### config.mk
export PLATFORM = sky130hd
export DESIGN_NAME = ams_decoder
export DESIGN_NICKNAME = d
export VERILOG_FILES = /design/src/verilog/ams_pkg.sv /design/src/verilog/ams_decoder.sv /design/src/verilog/ams_ea_calc.sv
export SDC_FILE = /design/constraint.sdc
export NUM_CORES = 1
export LEC_CHECK = 0
export ABC_AREA = 1
export BUFFER_PORTS_ARGS = -buffer_cell sky130_fd_sc_hd__buf_4
export CAP_MARGIN = 20
export CORE_UTILIZATION = 45
export DETAILED_ROUTE_END_ITERATION = 10
export PLACE_DENSITY = 0.7
export SYNTH_ARGS = -nofsm -noshare
export SYNTH_HDL_FRONTEND = slang
export SYNTH_SLANG_ARGS = --single-unit
export TNS_END_PERCENT = 100
### constraint.sdc
create_clock -name ref_clk -period 3.1 [get_ports ref_clk]
set_clock_uncertainty 0.05 [all_clocks]
set_input_delay 0.465 -clock ref_clk [delete_from_list [all_inputs] [get_ports ref_clk]]
set_output_delay 0.465 -clock ref_clk [all_outputs]
set_load 0.01 [all_outputs]
### src/verilog/ams_pkg.sv
// Purpose : shared constants and types for the addressing-mode decoder
// Assumes : one clock, 16-bit address space, 8-bit program memory
// Notes   : opcode row map and legality masks are this design's own layout
package ams_pkg;

  // ==========================================================================
  // prebyte codes
  localparam logic [7:0] AMS_PRE_Y   = 8'h90;
  localparam logic [7:0] AMS_PRE_IY  = 8'h91;
  localparam logic [7:0] AMS_PRE_IND = 8'h92;

  // ==========================================================================
  // addressing modes
  typedef enum logic [3:0] {
    AMS_MODE_INH    = 4'h0,
    AMS_MODE_IMM    = 4'h1,
    AMS_MODE_DIR_S  = 4'h2,
    AMS_MODE_DIR_L  = 4'h3,
    AMS_MODE_IDX0   = 4'h4,
    AMS_MODE_IDX_S  = 4'h5,
    AMS_MODE_IDX_L  = 4'h6,
    AMS_MODE_IND_S  = 4'h7,
    AMS_MODE_IND_L  = 4'h8,
    AMS_MODE_IIX_S  = 4'h9,
    AMS_MODE_IIX_L  = 4'ha,
    AMS_MODE_REL    = 4'hb,
    AMS_MODE_RELIND = 4'hc
  } ams_mode_t;

  // ==========================================================================
  // fetch sequencer states
  typedef enum logic [2:0] {
    AMS_S_OPC    = 3'h0,
    AMS_S_OPND1  = 3'h1,
    AMS_S_OPND2  = 3'h2,
    AMS_S_PTR_HI = 3'h3,
    AMS_S_PTR_LO = 3'h4,
    AMS_S_ISSUE  = 3'h5,
    AMS_S_EXEC   = 3'h6,
    AMS_S_FAULT  = 3'h7
  } ams_state_t;

  // ==========================================================================
  // opcode rows (high nibble)
  localparam logic [3:0] AMS_ROW_BTJ     = 4'h0;
  localparam logic [3:0] AMS_ROW_BIT     = 4'h1;
  localparam logic [3:0] AMS_ROW_REL     = 4'h2;
  localparam logic [3:0] AMS_ROW_RMW_DIR = 4'h3;
  localparam logic [3:0] AMS_ROW_RMW_A   = 4'h4;
  localparam logic [3:0] AMS_ROW_RMW_X   = 4'h5;
  localparam logic [3:0] AMS_ROW_RMW_IXS = 4'h6;
  localparam logic [3:0] AMS_ROW_RMW_IX0 = 4'h7;
  localparam logic [3:0] AMS_ROW_MISC0   = 4'h8;
  localparam logic [3:0] AMS_ROW_MISC1   = 4'h9;
  localparam logic [3:0] AMS_ROW_IMM     = 4'ha;
  localparam logic [3:0] AMS_ROW_DIR_S   = 4'hb;
  localparam logic [3:0] AMS_ROW_DIR_L   = 4'hc;
  localparam logic [3:0] AMS_ROW_IDX_L   = 4'hd;
  localparam logic [3:0] AMS_ROW_IDX_S   = 4'he;
  localparam logic [3:0] AMS_ROW_IDX0    = 4'hf;

  // one bit per low nibble: set means a defined opcode
  localparam logic [15:0] AMS_LEGAL_MAP [16] = '{
    16'hffff, 16'hffff, 16'hffff, 16'hb7d9,
    16'hb7dd, 16'hb7d9, 16'hb7d9, 16'hb7d9,
    16'hcf3b, 16'hbff8, 16'hfbff, 16'hffff,
    16'hffff, 16'hffff, 16'hffff, 16'hffff
  };

  // ==========================================================================
  // byte counts and address constants
  localparam logic [1:0]  AMS_BYTES_NONE = 2'h0;
  localparam logic [1:0]  AMS_BYTES_ONE  = 2'h1;
  localparam logic [1:0]  AMS_BYTES_TWO  = 2'h2;
  localparam logic [2:0]  AMS_LEN_OPC    = 3'h1;
  localparam logic [2:0]  AMS_LEN_MAX    = 3'h4;
  localparam logic [7:0]  AMS_ZERO_PAGE  = 8'h00;
  localparam logic [15:0] AMS_ADDR_NONE  = 16'h0000;
  localparam logic [15:0] AMS_ADDR_STEP  = 16'h0001;

endpackage
### src/verilog/ams_decoder.sv
// Purpose : instruction fetch and addressing-mode decode for an 8-bit cpu
// Assumes : memory answers each request with memAck and data together, after zero or more stall cycles
// Notes   : the execute side owns index registers and pulses execDone
module ams_decoder
  import ams_pkg::*;
#(
  parameter logic [15:0] RESET_PC = 16'h0000
)
(
  input  wire logic        ref_clk,
  input  wire logic        resetn,
  input  wire logic [7:0]  memRdata,
  input  wire logic        memAck,
  input  wire logic [7:0]  xReg,
  input  wire logic [7:0]  yReg,
  input  wire logic        execDone,
  input  wire logic        pcLoad,
  input  wire logic [15:0] pcLoadValue,
  output logic             memReq,
  output logic      [15:0] memAddr,
  output logic             instrValid,
  output logic      [7:0]  opcode,
  output logic      [7:0]  prebyte,
  output logic             hasPrebyte,
  output ams_mode_t        mode,
  output logic             useY,
  output logic             bitBranch,
  output logic      [7:0]  operand,
  output logic      [15:0] effAddr,
  output logic      [15:0] branchTarget,
  output logic      [2:0]  instrLen,
  output logic      [15:0] pcOut,
  output logic             illegalReset
);

  ams_state_t state;
  logic [1:0]  nBytes;
  logic [7:0]  addrLo;
  logic [7:0]  addrHi2;
  logic [7:0]  ptrHi;
  logic [7:0]  ptrLo;
  logic        isPre;
  logic        legal;
  logic        preY;
  logic        preInd;
  logic        preIY;
  ams_mode_t   decMode;
  logic [1:0]  decBytes;
  logic        decY;
  logic        decBtj;
  logic        ptrNeeded;
  logic        ptrLong;
  logic [7:0]  idxSel;
  logic [15:0] eaCalc;
  logic [15:0] relCalc;

  // ==========================================================================
  // opcode decode
  assign isPre  = (memRdata == AMS_PRE_Y) || (memRdata == AMS_PRE_IY)
               || (memRdata == AMS_PRE_IND);
  // legality ignores the prebyte: odd pairings still run
  assign legal  = AMS_LEGAL_MAP[memRdata[7:4]][memRdata[3:0]];
  assign preY   = hasPrebyte && (prebyte == AMS_PRE_Y);
  assign preInd = hasPrebyte && (prebyte == AMS_PRE_IND);
  assign preIY  = hasPrebyte && (prebyte == AMS_PRE_IY);

  always_comb
  begin
    decMode  = AMS_MODE_INH;
    decBytes = AMS_BYTES_NONE;
    decY     = 1'b0;
    decBtj   = 1'b0;
    // every row of the map decodes
    unique case (memRdata[7:4])
      AMS_ROW_BTJ:
      begin
        decBtj   = 1'b1;
        decBytes = AMS_BYTES_TWO;
        decMode  = preInd ? AMS_MODE_IND_S : AMS_MODE_DIR_S;
      end
      AMS_ROW_BIT, AMS_ROW_RMW_DIR:
      begin
        decBytes = AMS_BYTES_ONE;
        decMode  = preInd ? AMS_MODE_IND_S : AMS_MODE_DIR_S;
      end
      AMS_ROW_REL:
      begin
        decBytes = AMS_BYTES_ONE;
        decMode  = preInd ? AMS_MODE_RELIND : AMS_MODE_REL;
      end
      AMS_ROW_RMW_A, AMS_ROW_MISC0, AMS_ROW_MISC1:
      begin
        decMode = AMS_MODE_INH;
      end
      AMS_ROW_RMW_X:
      begin
        decMode = AMS_MODE_INH;
        decY    = preY;
      end
      AMS_ROW_RMW_IXS, AMS_ROW_IDX_S:
      begin
        decBytes = AMS_BYTES_ONE;
        decMode  = (preInd || preIY) ? AMS_MODE_IIX_S : AMS_MODE_IDX_S;
        decY     = preY || preIY;
      end
      AMS_ROW_RMW_IX0, AMS_ROW_IDX0:
      begin
        decMode = AMS_MODE_IDX0;
        decY    = preY;
      end
      AMS_ROW_IMM:
      begin
        decBytes = AMS_BYTES_ONE;
        decMode  = AMS_MODE_IMM;
        decY     = preY;
      end
      AMS_ROW_DIR_S:
      begin
        decBytes = AMS_BYTES_ONE;
        decMode  = preInd ? AMS_MODE_IND_S : AMS_MODE_DIR_S;
        decY     = preY;
      end
      AMS_ROW_DIR_L:
      begin
        // long indirect keeps a one-byte pointer address
        decBytes = preInd ? AMS_BYTES_ONE : AMS_BYTES_TWO;
        decMode  = preInd ? AMS_MODE_IND_L : AMS_MODE_DIR_L;
        decY     = preY;
      end
      AMS_ROW_IDX_L:
      begin
        decBytes = (preInd || preIY) ? AMS_BYTES_ONE : AMS_BYTES_TWO;
        decMode  = (preInd || preIY) ? AMS_MODE_IIX_L : AMS_MODE_IDX_L;
        decY     = preY || preIY;
      end
    endcase
  end

  assign ptrNeeded = (mode == AMS_MODE_IND_S) || (mode == AMS_MODE_IND_L)
                  || (mode == AMS_MODE_IIX_S) || (mode == AMS_MODE_IIX_L)
                  || (mode == AMS_MODE_RELIND);
  assign ptrLong   = (mode == AMS_MODE_IND_L) || (mode == AMS_MODE_IIX_L);
  assign idxSel    = useY ? yReg : xReg;

  // ==========================================================================
  // fetch sequencer
  always_ff @(posedge ref_clk)
  begin
    if (!resetn)
    begin
      state   <= AMS_S_OPC;
      pcOut   <= RESET_PC;
      memAddr <= RESET_PC;
      memReq  <= 1'b1;
    end
    else
    begin
      unique case (state)
        AMS_S_OPC:
          if (memAck)
          begin
            pcOut <= pcOut + AMS_ADDR_STEP;
            if (isPre)
              memAddr <= pcOut + AMS_ADDR_STEP;
            else if (!legal)
            begin
              state  <= AMS_S_FAULT;
              memReq <= 1'b0;
            end
            else if (decBytes != AMS_BYTES_NONE)
            begin
              state   <= AMS_S_OPND1;
              memAddr <= pcOut + AMS_ADDR_STEP;
            end
            else
            begin
              state  <= AMS_S_ISSUE;
              memReq <= 1'b0;
            end
          end
        AMS_S_OPND1:
          if (memAck)
          begin
            pcOut <= pcOut + AMS_ADDR_STEP;
            if (nBytes == AMS_BYTES_TWO)
            begin
              state   <= AMS_S_OPND2;
              memAddr <= pcOut + AMS_ADDR_STEP;
            end
            else if (ptrNeeded)
            begin
              state   <= ptrLong ? AMS_S_PTR_HI : AMS_S_PTR_LO;
              memAddr <= {AMS_ZERO_PAGE, memRdata};
            end
            else
            begin
              state  <= AMS_S_ISSUE;
              memReq <= 1'b0;
            end
          end
        AMS_S_OPND2:
          if (memAck)
          begin
            pcOut <= pcOut + AMS_ADDR_STEP;
            if (ptrNeeded)
            begin
              state   <= AMS_S_PTR_LO;
              memAddr <= {AMS_ZERO_PAGE, addrLo};
            end
            else
            begin
              state  <= AMS_S_ISSUE;
              memReq <= 1'b0;
            end
          end
        AMS_S_PTR_HI:
          if (memAck)
          begin
            state   <= AMS_S_PTR_LO;
            memAddr <= {AMS_ZERO_PAGE, addrLo} + AMS_ADDR_STEP;
          end
        AMS_S_PTR_LO:
          if (memAck)
          begin
            state  <= AMS_S_ISSUE;
            memReq <= 1'b0;
          end
        AMS_S_ISSUE:
          state <= AMS_S_EXEC;
        AMS_S_EXEC:
          if (execDone)
          begin
            state   <= AMS_S_OPC;
            memReq  <= 1'b1;
            pcOut   <= pcLoad ? pcLoadValue : pcOut;
            memAddr <= pcLoad ? pcLoadValue : pcOut;
          end
        AMS_S_FAULT:
          state <= AMS_S_FAULT;
      endcase
    end
  end

  // ==========================================================================
  // captured instruction fields
  always_ff @(posedge ref_clk)
  begin
    if (!resetn)
    begin
      prebyte    <= AMS_ZERO_PAGE;
      hasPrebyte <= 1'b0;
      opcode     <= AMS_ZERO_PAGE;
      mode       <= AMS_MODE_INH;
      useY       <= 1'b0;
      bitBranch  <= 1'b0;
      nBytes     <= AMS_BYTES_NONE;
      addrLo     <= AMS_ZERO_PAGE;
      addrHi2    <= AMS_ZERO_PAGE;
      ptrHi      <= AMS_ZERO_PAGE;
      ptrLo      <= AMS_ZERO_PAGE;
    end
    else if (memAck && state == AMS_S_OPC)
    begin
      if (isPre)
      begin
        // a second prebyte replaces the first
        prebyte    <= memRdata;
        hasPrebyte <= 1'b1;
      end
      else
      begin
        opcode    <= memRdata;
        mode      <= decMode;
        useY      <= decY;
        bitBranch <= decBtj;
        nBytes    <= decBytes;
        ptrHi     <= AMS_ZERO_PAGE;  // short pointers read as zero page
      end
    end
    else if (memAck && state == AMS_S_OPND1)
      addrLo <= memRdata;
    else if (memAck && state == AMS_S_OPND2)
      addrHi2 <= memRdata;
    else if (memAck && state == AMS_S_PTR_HI)
      ptrHi <= memRdata;
    else if (memAck && state == AMS_S_PTR_LO)
      ptrLo <= memRdata;
    else if (execDone && state == AMS_S_EXEC)
      hasPrebyte <= 1'b0;
  end

  // ==========================================================================
  // address arithmetic
  ams_ea_calc u_ea (
    .mode      (mode),
    .bitBranch (bitBranch),
    .addrLo    (addrLo),
    .addrHi2   (addrHi2),
    .ptrHi     (ptrHi),
    .ptrLo     (ptrLo),
    .idx       (idxSel),
    .pcNext    (pcOut),
    .effAddr   (eaCalc),
    .relTarget (relCalc)
  );

  // ==========================================================================
  // issue to execute
  always_ff @(posedge ref_clk)
  begin
    if (!resetn)
    begin
      instrValid   <= 1'b0;
      operand      <= AMS_ZERO_PAGE;
      effAddr      <= AMS_ADDR_NONE;
      branchTarget <= AMS_ADDR_NONE;
      instrLen     <= AMS_LEN_OPC;
    end
    else
    begin
      instrValid <= (state == AMS_S_ISSUE);
      if (state == AMS_S_ISSUE)
      begin
        operand      <= addrLo;
        effAddr      <= eaCalc;
        branchTarget <= relCalc;
        instrLen     <= {2'b00, hasPrebyte} + AMS_LEN_OPC + {1'b0, nBytes};
      end
    end
  end

  // ==========================================================================
  // illegal code fault; held until the system reset lands
  always_ff @(posedge ref_clk)
  begin
    if (!resetn)
      illegalReset <= 1'b0;
    else if (state == AMS_S_OPC && memAck && !isPre && !legal)
      illegalReset <= 1'b1;
  end
endmodule

### src/verilog/ams_ea_calc.sv
// Purpose : effective address and relative target arithmetic
// Assumes : all inputs stable in the issue cycle
// Notes   : purely combinational; the caller registers the results
module ams_ea_calc
  import ams_pkg::*;
(
  input  wire ams_mode_t   mode,
  input  wire logic        bitBranch,
  input  wire logic [7:0]  addrLo,
  input  wire logic [7:0]  addrHi2,
  input  wire logic [7:0]  ptrHi,
  input  wire logic [7:0]  ptrLo,
  input  wire logic [7:0]  idx,
  input  wire logic [15:0] pcNext,
  output logic      [15:0] effAddr,
  output logic      [15:0] relTarget
);

  logic [7:0] relOffset;

  // ==========================================================================
  // relative target
  always_comb
  begin
    if (mode == AMS_MODE_RELIND)
      relOffset = ptrLo;
    else if (bitBranch)
      relOffset = addrHi2;
    else
      relOffset = addrLo;
    // pc already points past the whole instruction
    relTarget = pcNext + {{8{relOffset[7]}}, relOffset};
  end

  // ==========================================================================
  // effective address
  always_comb
  begin
    unique case (mode)
      AMS_MODE_DIR_S:  effAddr = {AMS_ZERO_PAGE, addrLo};
      AMS_MODE_DIR_L:  effAddr = {addrLo, addrHi2};
      AMS_MODE_IDX0:   effAddr = {AMS_ZERO_PAGE, idx};
      AMS_MODE_IDX_S:  effAddr = {AMS_ZERO_PAGE, idx} + {AMS_ZERO_PAGE, addrLo};
      AMS_MODE_IDX_L:  effAddr = {addrLo, addrHi2} + {AMS_ZERO_PAGE, idx};
      AMS_MODE_IND_S:  effAddr = {AMS_ZERO_PAGE, ptrLo};
      AMS_MODE_IND_L:  effAddr = {ptrHi, ptrLo};
      AMS_MODE_IIX_S:  effAddr = {AMS_ZERO_PAGE, ptrLo} + {AMS_ZERO_PAGE, idx};
      AMS_MODE_IIX_L:  effAddr = {ptrHi, ptrLo} + {AMS_ZERO_PAGE, idx};
      AMS_MODE_REL,
      AMS_MODE_RELIND: effAddr = relTarget;
      AMS_MODE_INH,
      AMS_MODE_IMM:    effAddr = AMS_ADDR_NONE;
      default:         effAddr = AMS_ADDR_NONE;
    endcase
  end

endmodule

==> results of run 1 <==
[synth_stat cells (13+ instances only)]
cell        n  area, um^2
nor3_1     20       100.1
nand4_1    18       112.6
o21ai_0   135       675.7
nand2_1   354        1329
nand3b_1   13       97.59
o211ai_1   23       172.7
inv_1     162       608.1
clkbuf_1   38       142.6
xor2_1     17       148.9
a21oi_1   140       700.7
nand3_1    87       435.4
nor2_1    128       480.5
dfxtp_1   138        2763
ha_1       41       513.0
[routing by layer]
metal	vias to the layer above	track usage
li1	5172	-
met1	4789	0.4302
met2	428	0.4904
met3	74	0.04750
met4	0	0.1328
met5	-	0
[worst paths after layout]
| path | start | end | slack [ns] |
|---|---|---|---|
| max reg2reg | mode[1]$_SDFFE_PN0P_ | effAddr[12]$_SDFFE_PN0P_ | 0.17 |
| min | memRdata[3] | ptrHi[3]$_SDFFE_PN0P_ | 0.29 |
| min reg2reg | effAddr[12]$_SDFFE_PN0P_ | effAddr[12]$_SDFFE_PN0P_ | 0.41 |
| max | mode[1]$_SDFFE_PN0P_ | effAddr[12]$_SDFFE_PN0P_ | 0.17 |
[timing repair]
action	in CTS	in global routing
pin swaps	0	5
cloned	0	2
endpoints found under the setup margin	1	18
hold buffers	0	0
buffers inserted	0	9
gates resized for setup	2	38
[final cells by class]
| type | count | area (um^2) | area share |
|---|---|---|---|
| Clock buffer | 18 | 439.2 | 0.03795 |
| Clock inverter | 14 | 153.9 | 0.01330 |
| Inverter | 176 | 669.4 | 0.05784 |
| Multi-Input combinational cell | 1082 | 5767 | 0.4983 |
| Sequential cell | 138 | 2768 | 0.2392 |
| Tap cell | 270 | 337.8 | 0.02919 |
| Timing Repair Buffer | 190 | 1430 | 0.1236 |
| Timing Repair inverter | 1 | 7.507 | 0.0006487 |
[worst max-delay path, cell delays in order (launching register included)]
cell and delay [ns]:
dfxtp_2 0.35, nor2_1 0.13, inv_1 0.10, nor2_4 0.15
nand2_1 0.06, o21ai_1 0.13, buf_4 0.19, clkinvlp_4 0.18
ha_4 0.32, buf_4 0.12, nand2_1 0.07, inv_1 0.11
nand4_1 0.17, nand4_1 0.14, nand2_2 0.12, o21bai_1 0.14
inv_1 0.05, nand2_1 0.08, nand2_1 0.06, a21oi_1 0.13
[metrics by stage]
step	total power [uW]	setup slack (ns)	setup TNS, ns	util	cells
after floorplan	4462	0.1207	0	-	1455
after global placement	5650	-0.04812	-0.04812	0.5304	1846
after detailed placement	5667	0.001437	0	0.5304	1846
after CTS	7746	0.02921	0	0.5597	1878
after global routing	8367	-0.04167	-0.1338	0.5701	1889
final	7881	0.1700	0	0.5701	1889
[flip-flops by register name, summed over array words and instances, names as in the netlist]
register,cells
addrHi2,8
memAddr,16
effAddr,16
bitBranch,1
branchTarget,16
pcOut,16
state,3
ptrHi,8
mode,4
nBytes,2
operand,8
prebyte,8
hasPrebyte,1
addrLo,8
illegalReset,1
ptrLo,8
useY,1
opcode,8
instrLen,3
instrValid,1
memReq,1
[cells by family after synthesis]
kind of cell               share of synthesized area
and+or+nand+nor                               0.2986
AOI/OAI and AO/OA                             0.2270
buffers and inverters                         0.1006
DFF                                           0.2957
adders and majority gates                    0.06133
xor gates and xnor gates                     0.01687
[power breakdown]
| group | switching, uW | internal, uW |
|---|---|---|
| logic | 2080 | 1260 |
| registers | 369 | 2100 |
| clock network | 910 | 1160 |
==> impl_metrics.ini, run 1 <==
[placement]
globalplace.congestion = 1.032
io_buffers = 145
dpl.hpwl_um = 25520
dpl_cell_area_um2 = 10770

[detailed_routing]
wl_per_cell_um = 17.70
highest_layer = met4
ant_nets = 0
drc = 0
wl_um = 33440
met1_length_um = 15260
vias = 10463
drt_iter0_markers = 975
dr_wl_met3_um = 2012
via_per_inst = 5.539
wl_met2_um = 14950
dr.pass1.iters = 5

[setup_path]
ff2ff_path_depth = 19
start_kind = register
end_kind = register
cp.required_ns = 3.41
cp.arrival_ns = 3.24
cp_max_fo = 6
crit_type = reg -> reg

[yosys]
async_reset_ff_frac = 0
synth_edf_count = 0
avgSynthCellArea_um2 = 6.422
synth_cells = 1455
synth.ff_latch_count = 138
ys_seq_area_frac = 0.2957
ys_warn_count = 0
synth-main-ff-cell = dfxtp_1
ys_types = 55
netlist_area_um2 = 9344
syn_nets = 1544

[floorplan]
start_util = 0.4603
die_w_um = 146.1
die_area_um2 = 21350
dieHeight_um = 146.1
rows = 52
core_area_um2 = 20300
io_pins = 146

[clock_network]
h-tree-depth = 4
cts_root_buffer = clkbuf_16
clk_latency_ns = 0.44
cts_buffer_depth = 2
path_clk_slew_ns = 0.07
cts.sinks = 138
cts-buffers-inserted = 17
cts_tree = yes

[final_layout]
fill_cells = 2032
antennaDiodeCount = 0
final_cell_mix = nand2_1, buf_4, inv_1, dfxtp_1, a21oi_1
nets = 1695
finalInstanceArea_um2 = 11570
syn_to_final_growth_pct = 23.85
drive_gt1_frac = 0.1834
layout_commonest_cell = nand2_1

[power_and_ir_drop]
vdd_drop_max_uv = 520.8
p_leak_uw = 0.005408
power_density_nw_per_um2 = 681.0

[worst_hold_path]
hold_path_class = in -> reg
min_path_cells = 3

[sta]
worstMarginPinSlew_ns = 0.8596
fin_crit_sh = 0.9452
slew_violations = 0
hold_viol_final = 0
clock.fmax_mhz = 341.3
relSlewSlack = 0.4248
period_needed_ns = 2.930
rsz0062_at_grt = yes
whs_ns = 0.2929
setup_viol = 0

[global_route]
grt_max_degree = 60
grt_pass1_vias = 9569
overflow = 0
antenna_found_initial = 0
grt_pass1_wl_um = 52670
track_usage = 0.3138

[outcome]
run_status = complete, no violations

[run]
drv_cap = 0
Power figures use the tool's default switching activity.
==> inputs of run 2 (changes only) <==
--- a/config.mk
+++ b/config.mk
@@ -8,9 +8,11 @@
 export ABC_AREA = 1
 export BUFFER_PORTS_ARGS = -buffer_cell sky130_fd_sc_hd__buf_4
 export CAP_MARGIN = 20
+export CORE_MARGIN = 2
 export CORE_UTILIZATION = 45
 export DETAILED_ROUTE_END_ITERATION = 10
 export PLACE_DENSITY = 0.7
+export SLEW_MARGIN = 40
 export SYNTH_ARGS = -nofsm -noshare
 export SYNTH_HDL_FRONTEND = slang
 export SYNTH_SLANG_ARGS = --single-unit
==> impl_metrics.ini, run 2 (synthesis gave the netlist of run 1 again) <==
[outcome]
run_status = complete, no violations

[power_and_ir_drop]
power_density_nw_per_um2 = 684.2
vdd_drop_max_uv = 491.9
p_leak_uw = 0.005478
power_uw = 7979

[global_route]
grt_pass1_vias = 9525
track_usage = 0.3049
antenna_found_initial = 0
grt_max_degree = 60
overflow = 0
grt_pass1_wl_um = 52470

[floorplan]
die_area_um2 = 21930
core_area_um2 = 20300
start_util = 0.4603
io_pins = 146
dieHeight_um = 148.1
rows = 52
die_w_um = 148.1

[final_layout]
syn_to_final_growth_pct = 24.80
utilization = 0.5745
nets = 1701
layout_commonest_cell = nand2_1
drive_gt1_frac = 0.1889
final_cell_mix = nand2_1, buf_4, inv_1, dfxtp_1, a21oi_1
antennaDiodeCount = 0
final_cells = 1895

[detailed_routing]
wl_um = 33820
wl_per_cell_um = 17.85
drt_iter0_markers = 1119
ant_nets = 0
dr.pass1.iters = 5
vias = 10523
via_per_inst = 5.553
drc = 0

[placement]
dpl.hpwl_um = 25570
io_buffers = 145
globalplace.congestion = 1.023
dp.cells = 1848

[setup_path]
crit_type = reg -> reg
cp.required_ns = 3.34
cp.arrival_ns = 3.23
cp_max_fo = 5
cp_common_cell = nand2_1
start_kind = register
path_cells = nor2_2 -> inv_1 -> nor2_4 -> nand2_1 -> o21ai_0 -> buf_4 -> clkinvlp_4 -> buf_4 -> ha_4 -> nand2_1 -> nor2_2 -> nand4_1 -> nand3_1 -> nand2_1 -> nand2_2 -> o21bai_1 -> inv_1 -> nand2_1 -> nand2_1 -> a21oi_1
end_kind = register
cp_slowest_stage_delay_ns = 0.33
worst_path_max_delay_cell = dfxtp_1

[sta]
relSlewSlack = 0.5043
fin_crit_sh = 0.9649
rsz0062_at_grt = yes
setup_viol = 0
worstMarginPinSlew_ns = 0.7358
hold_viol_final = 0
slew_violations = 0
period_needed_ns = 2.991
clock.fmax_mhz = 334.3

[clock_network]
cts-buffers-inserted = 17
clk_latency_ns = 0.44
path_clk_slew_ns = 0.07
cts_tree = yes
cts_buffer_depth = 2
h-tree-depth = 4
cts_root_buffer = clkbuf_16
cts.sinks = 138

[run]
drv_cap = 0

[worst_hold_path]
hold_path_class = in -> reg
==> run 2: report_power, final <==
part | internal (uW) | switching (uW)
Clock | 1220 | 928
Combinational | 1280 | 2080
Sequential | 2100 | 372
==> run 2: metrics by stage <==
step           hold slack (ns)  setup TNS [ns]  instance area (um^2)  setup slack, ns
2_1_floorplan           0.4019               0                  9344           0.1207
3_3_place_gp            0.4026               0                 10780          0.08798
3_5_place_dp            0.4051               0                 10780         0.006717
4_1_cts                 0.2715               0                 11390         0.003568
5_1_grt                 0.2761         -0.1493                 11660         -0.04495
6_report                0.2789               0                 11660           0.1088
==> run 2: what timing repair did <==
action | in CTS | in global routing
setup buffers | 0 | 14
endpoints found under the setup margin | 1 | 22
pin swaps | 0 | 7
gates cloned | 0 | 1
gates resized for setup | 1 | 42
hold buffers | 0 | 0
==> run 2: cell type report <==
cell class | instances | area, um^2
well taps | 270 | 337.8
inverters | 176 | 669.4
fillers | 2033 | 8638
multi-input cells | 1082 | 5791
flip-flops and latches | 138 | 2768
clock inverters | 15 | 178.9
repair buffers | 196 | 1484
clock buffers | 17 | 425.4
repair inverters | 1 | 7.507
==> run 2: final timing paths <==
kind | from | endpoint | slack, ns | cells after the start
worst max-delay path | mode[0]$_SDFFE_PN0P_ | effAddr[12]$_SDFFE_PN0P_ | 0.11 | 20
worst max register to register | mode[0]$_SDFFE_PN0P_ | effAddr[12]$_SDFFE_PN0P_ | 0.11 | 20
worst min-delay path | memRdata[3] | ptrHi[3]$_SDFFE_PN0P_ | 0.28 | 3
worst min register to register | prebyte[5]$_SDFFE_PN0P_ | prebyte[5]$_SDFFE_PN0P_ | 0.41 | 2
==> run 2: per-layer routing <==
layer,GRT usage,vias up,share of wire
li1,-,5180,-
met1,0.4230,4780,0.45
met2,0.4729,474,0.44
met3,0.05123,89,0.075
met4,0.1233,0,0.041
met5,0,-,0
==> run 2: critical path: cells and delay by family (launching register included) <==
family,cells,cell delay (ns)
fa+ha+maj,1,0.28
simple gates,11,1.22
compound gates,3,0.26
flops,1,0.33
buf+inv,5,0.69
==> inputs of run 3 (changes only) <==
--- a/config.mk
+++ b/config.mk
@@ -6,10 +6,11 @@
 export NUM_CORES = 1
 export LEC_CHECK = 0
 export ABC_AREA = 1
-export BUFFER_PORTS_ARGS = -buffer_cell sky130_fd_sc_hd__buf_4
+export BUFFER_PORTS_ARGS = -buffer_cell sky130_fd_sc_hd__buf_2
 export CAP_MARGIN = 20
 export CORE_MARGIN = 2
 export CORE_UTILIZATION = 45
+export CTS_BUF_LIST = sky130_fd_sc_hd__clkbuf_2
 export DETAILED_ROUTE_END_ITERATION = 10
 export PLACE_DENSITY = 0.7
 export SLEW_MARGIN = 40
==> constraint.sdc (replaced) <==
create_clock -name ref_clk -period 2.9 [get_ports ref_clk]
set_clock_uncertainty 0.05 [all_clocks]
set_input_delay 0.435 -clock ref_clk [delete_from_list [all_inputs] [get_ports ref_clk]]
set_output_delay 0.435 -clock ref_clk [all_outputs]
set_load 0.01 [all_outputs]
==> impl_metrics.ini, run 3 (synthesis gave the netlist of run 1 again) <==
[outcome]
run_status = complete, no violations

[setup_path]
cp_max_fo = 11
end_kind = register
worst_path_max_delay_cell = dfxtp_2
path_cells = buf_4 -> inv_2 -> nor2_4 -> nand2_2 -> buf_6 -> o21ai_0 -> ha_1 -> nand2_1 -> inv_1 -> a21oi_1 -> nand2_2 -> nand2_2 -> nand2_4 -> nand3_1 -> nand2_1 -> nand3_1 -> nand3_2 -> nand2_1 -> a21oi_1
cp_slowest_stage_delay_ns = 0.40
critPathTopFamily = simple AND/OR/NAND/NOR gates
path_buf_inv = 4
start_kind = register
cp.required_ns = 3.50
cp.arrival_ns = 3.39
crit_type = reg -> reg

[global_route]
grt_max_degree = 90
track_usage = 0.3008
overflow = 0
grt_pass1_wl_um = 52010
grt_pass1_vias = 9715
antenna_found_initial = 1

[detailed_routing]
vias = 10643
wl_per_cell_um = 17.10
drc = 0
dr.pass1.iters = 5
ant_nets = 0
via_per_inst = 5.458
drt_iter0_markers = 988
wl_um = 33340

[worst_hold_path]
hold_path_class = in -> reg

[floorplan]
core_area_um2 = 20300
start_util = 0.4603
io_pins = 146
die_w_um = 148.1
dieHeight_um = 148.1
rows = 52
die_area_um2 = 21930

[clock_network]
cts_root_buffer = clkbuf_2
clk_latency_ns = 0.77
cts.sinks = 138
cts_tree = yes
cts_buffer_depth = 2
cts-buffers-inserted = 17
path_clk_slew_ns = 0.26
h-tree-depth = 4

[power_and_ir_drop]
power_density_nw_per_um2 = 656.5
p_leak_uw = 0.005557
vdd_drop_max_uv = 522.9
power_uw = 7684

[sta]
rsz0062_at_grt = yes
relSlewSlack = 0.5179
worstMarginPinSlew_ns = 0.7156
period_needed_ns = 2.791
hold_viol_final = 0
setup_viol = 0
slew_violations = 0
clock.fmax_mhz = 358.3
fin_crit_sh = 0.9625

[run]
drv_cap = 0

[final_layout]
nets = 1755
syn_to_final_growth_pct = 25.27
fill_cells = 1995
utilization = 0.5766
drive_gt1_frac = 0.2400
final_cell_mix = nand2_1, inv_1, buf_2, dfxtp_1, a21oi_1
layout_commonest_cell = nand2_1

[placement]
io_buffers = 145
globalplace.congestion = 1.009
dpl.hpwl_um = 25280
## run 3: changes by cell type in the layout (fill, tap and decap cells not counted), sizes merged
| cell | delta |
|---|---|
| clkinv | +2 |
| clkdlybuf4s15 | +1 |
| dlygate4sd3 | +13 |
| clkbuf | +1 |
| diode | +1 |
| buf | +40 |
| inv | -2 |
| bufinv | -1 |
## run 3: timing repair
| item | 4_1_cts | 5_1_grt |
|---|---|---|
| pin swaps | 0 | 47 |
| endpoints found under the setup margin | 4 | 24 |
| endpoints found under the hold margin | 15 | 0 |
| hold buffers | 13 | 0 |
| resized for setup | 3 | 127 |
| gates cloned | 0 | 2 |
| buffers inserted | 0 | 11 |
## run 3: final cells by class
cell class | count | area (um^2) | area share
diodes | 1 | 2.502 | 0.0002138
well taps | 270 | 337.8 | 0.02886
repair buffers | 251 | 1644 | 0.1405
clock buffers | 17 | 85.08 | 0.007269
multi-input cells | 1082 | 6048 | 0.5167
clock inverters | 15 | 140.1 | 0.01197
inverters | 176 | 670.6 | 0.05730
flip-flops and latches | 138 | 2776 | 0.2372
## run 3: layer usage
layer / GRT usage / vias up / share of wire
li1: - / 5299 / -
met1: 0.4240 / 4821 / 0.45
met2: 0.4630 / 445 / 0.44
met3: 0.04233 / 78 / 0.073
met4: 0.1238 / 0 / 0.036
met5: 0 / - / 0
## run 3: where the power goes
part           internal (uW)  leakage [uW]  switching (uW)
Sequential              2240       0.00113             365
Combinational           1550       0.00429            2370
Clock                    329      0.000135             825
Total                   4120       0.00556            3560
## run 3: tightest hold or removal path: stages
cell and delay [ns]:
buf_2 0.10, nand2_1 0.05, a21oi_1 0.08, nor2_1 0.11
a221oi_1 0.08
## run 3: final timing paths
kind	from	endpoint	slack, ns	cells past startpoint
max	mode[1]$_SDFFE_PN0P_	effAddr[13]$_SDFFE_PN0P_	0.11	19
min	pcLoadValue[12]	pcOut[12]$_SDFFE_PN0P_	0.04	5
max reg2reg	mode[1]$_SDFFE_PN0P_	effAddr[13]$_SDFFE_PN0P_	0.11	19
min reg2reg	prebyte[5]$_SDFFE_PN0P_	prebyte[5]$_SDFFE_PN0P_	0.43	2
## run 3: stage by stage
stage	setup slack (ns)	hold slack, ns	TNS, ns	cells	cell area [um^2]
finish	0.1087	0.04093	0	1950	11710
global route	-0.07211	0.01221	-0.6073	1950	11710
CTS	0.004738	0.01106	0	1936	11110
detailed placement	0.003415	0.4046	0	1891	10760
global placement	0.08191	0.3981	0	1891	10760
floorplan	-0.002732	0.4019	-0.002732	1455	9349
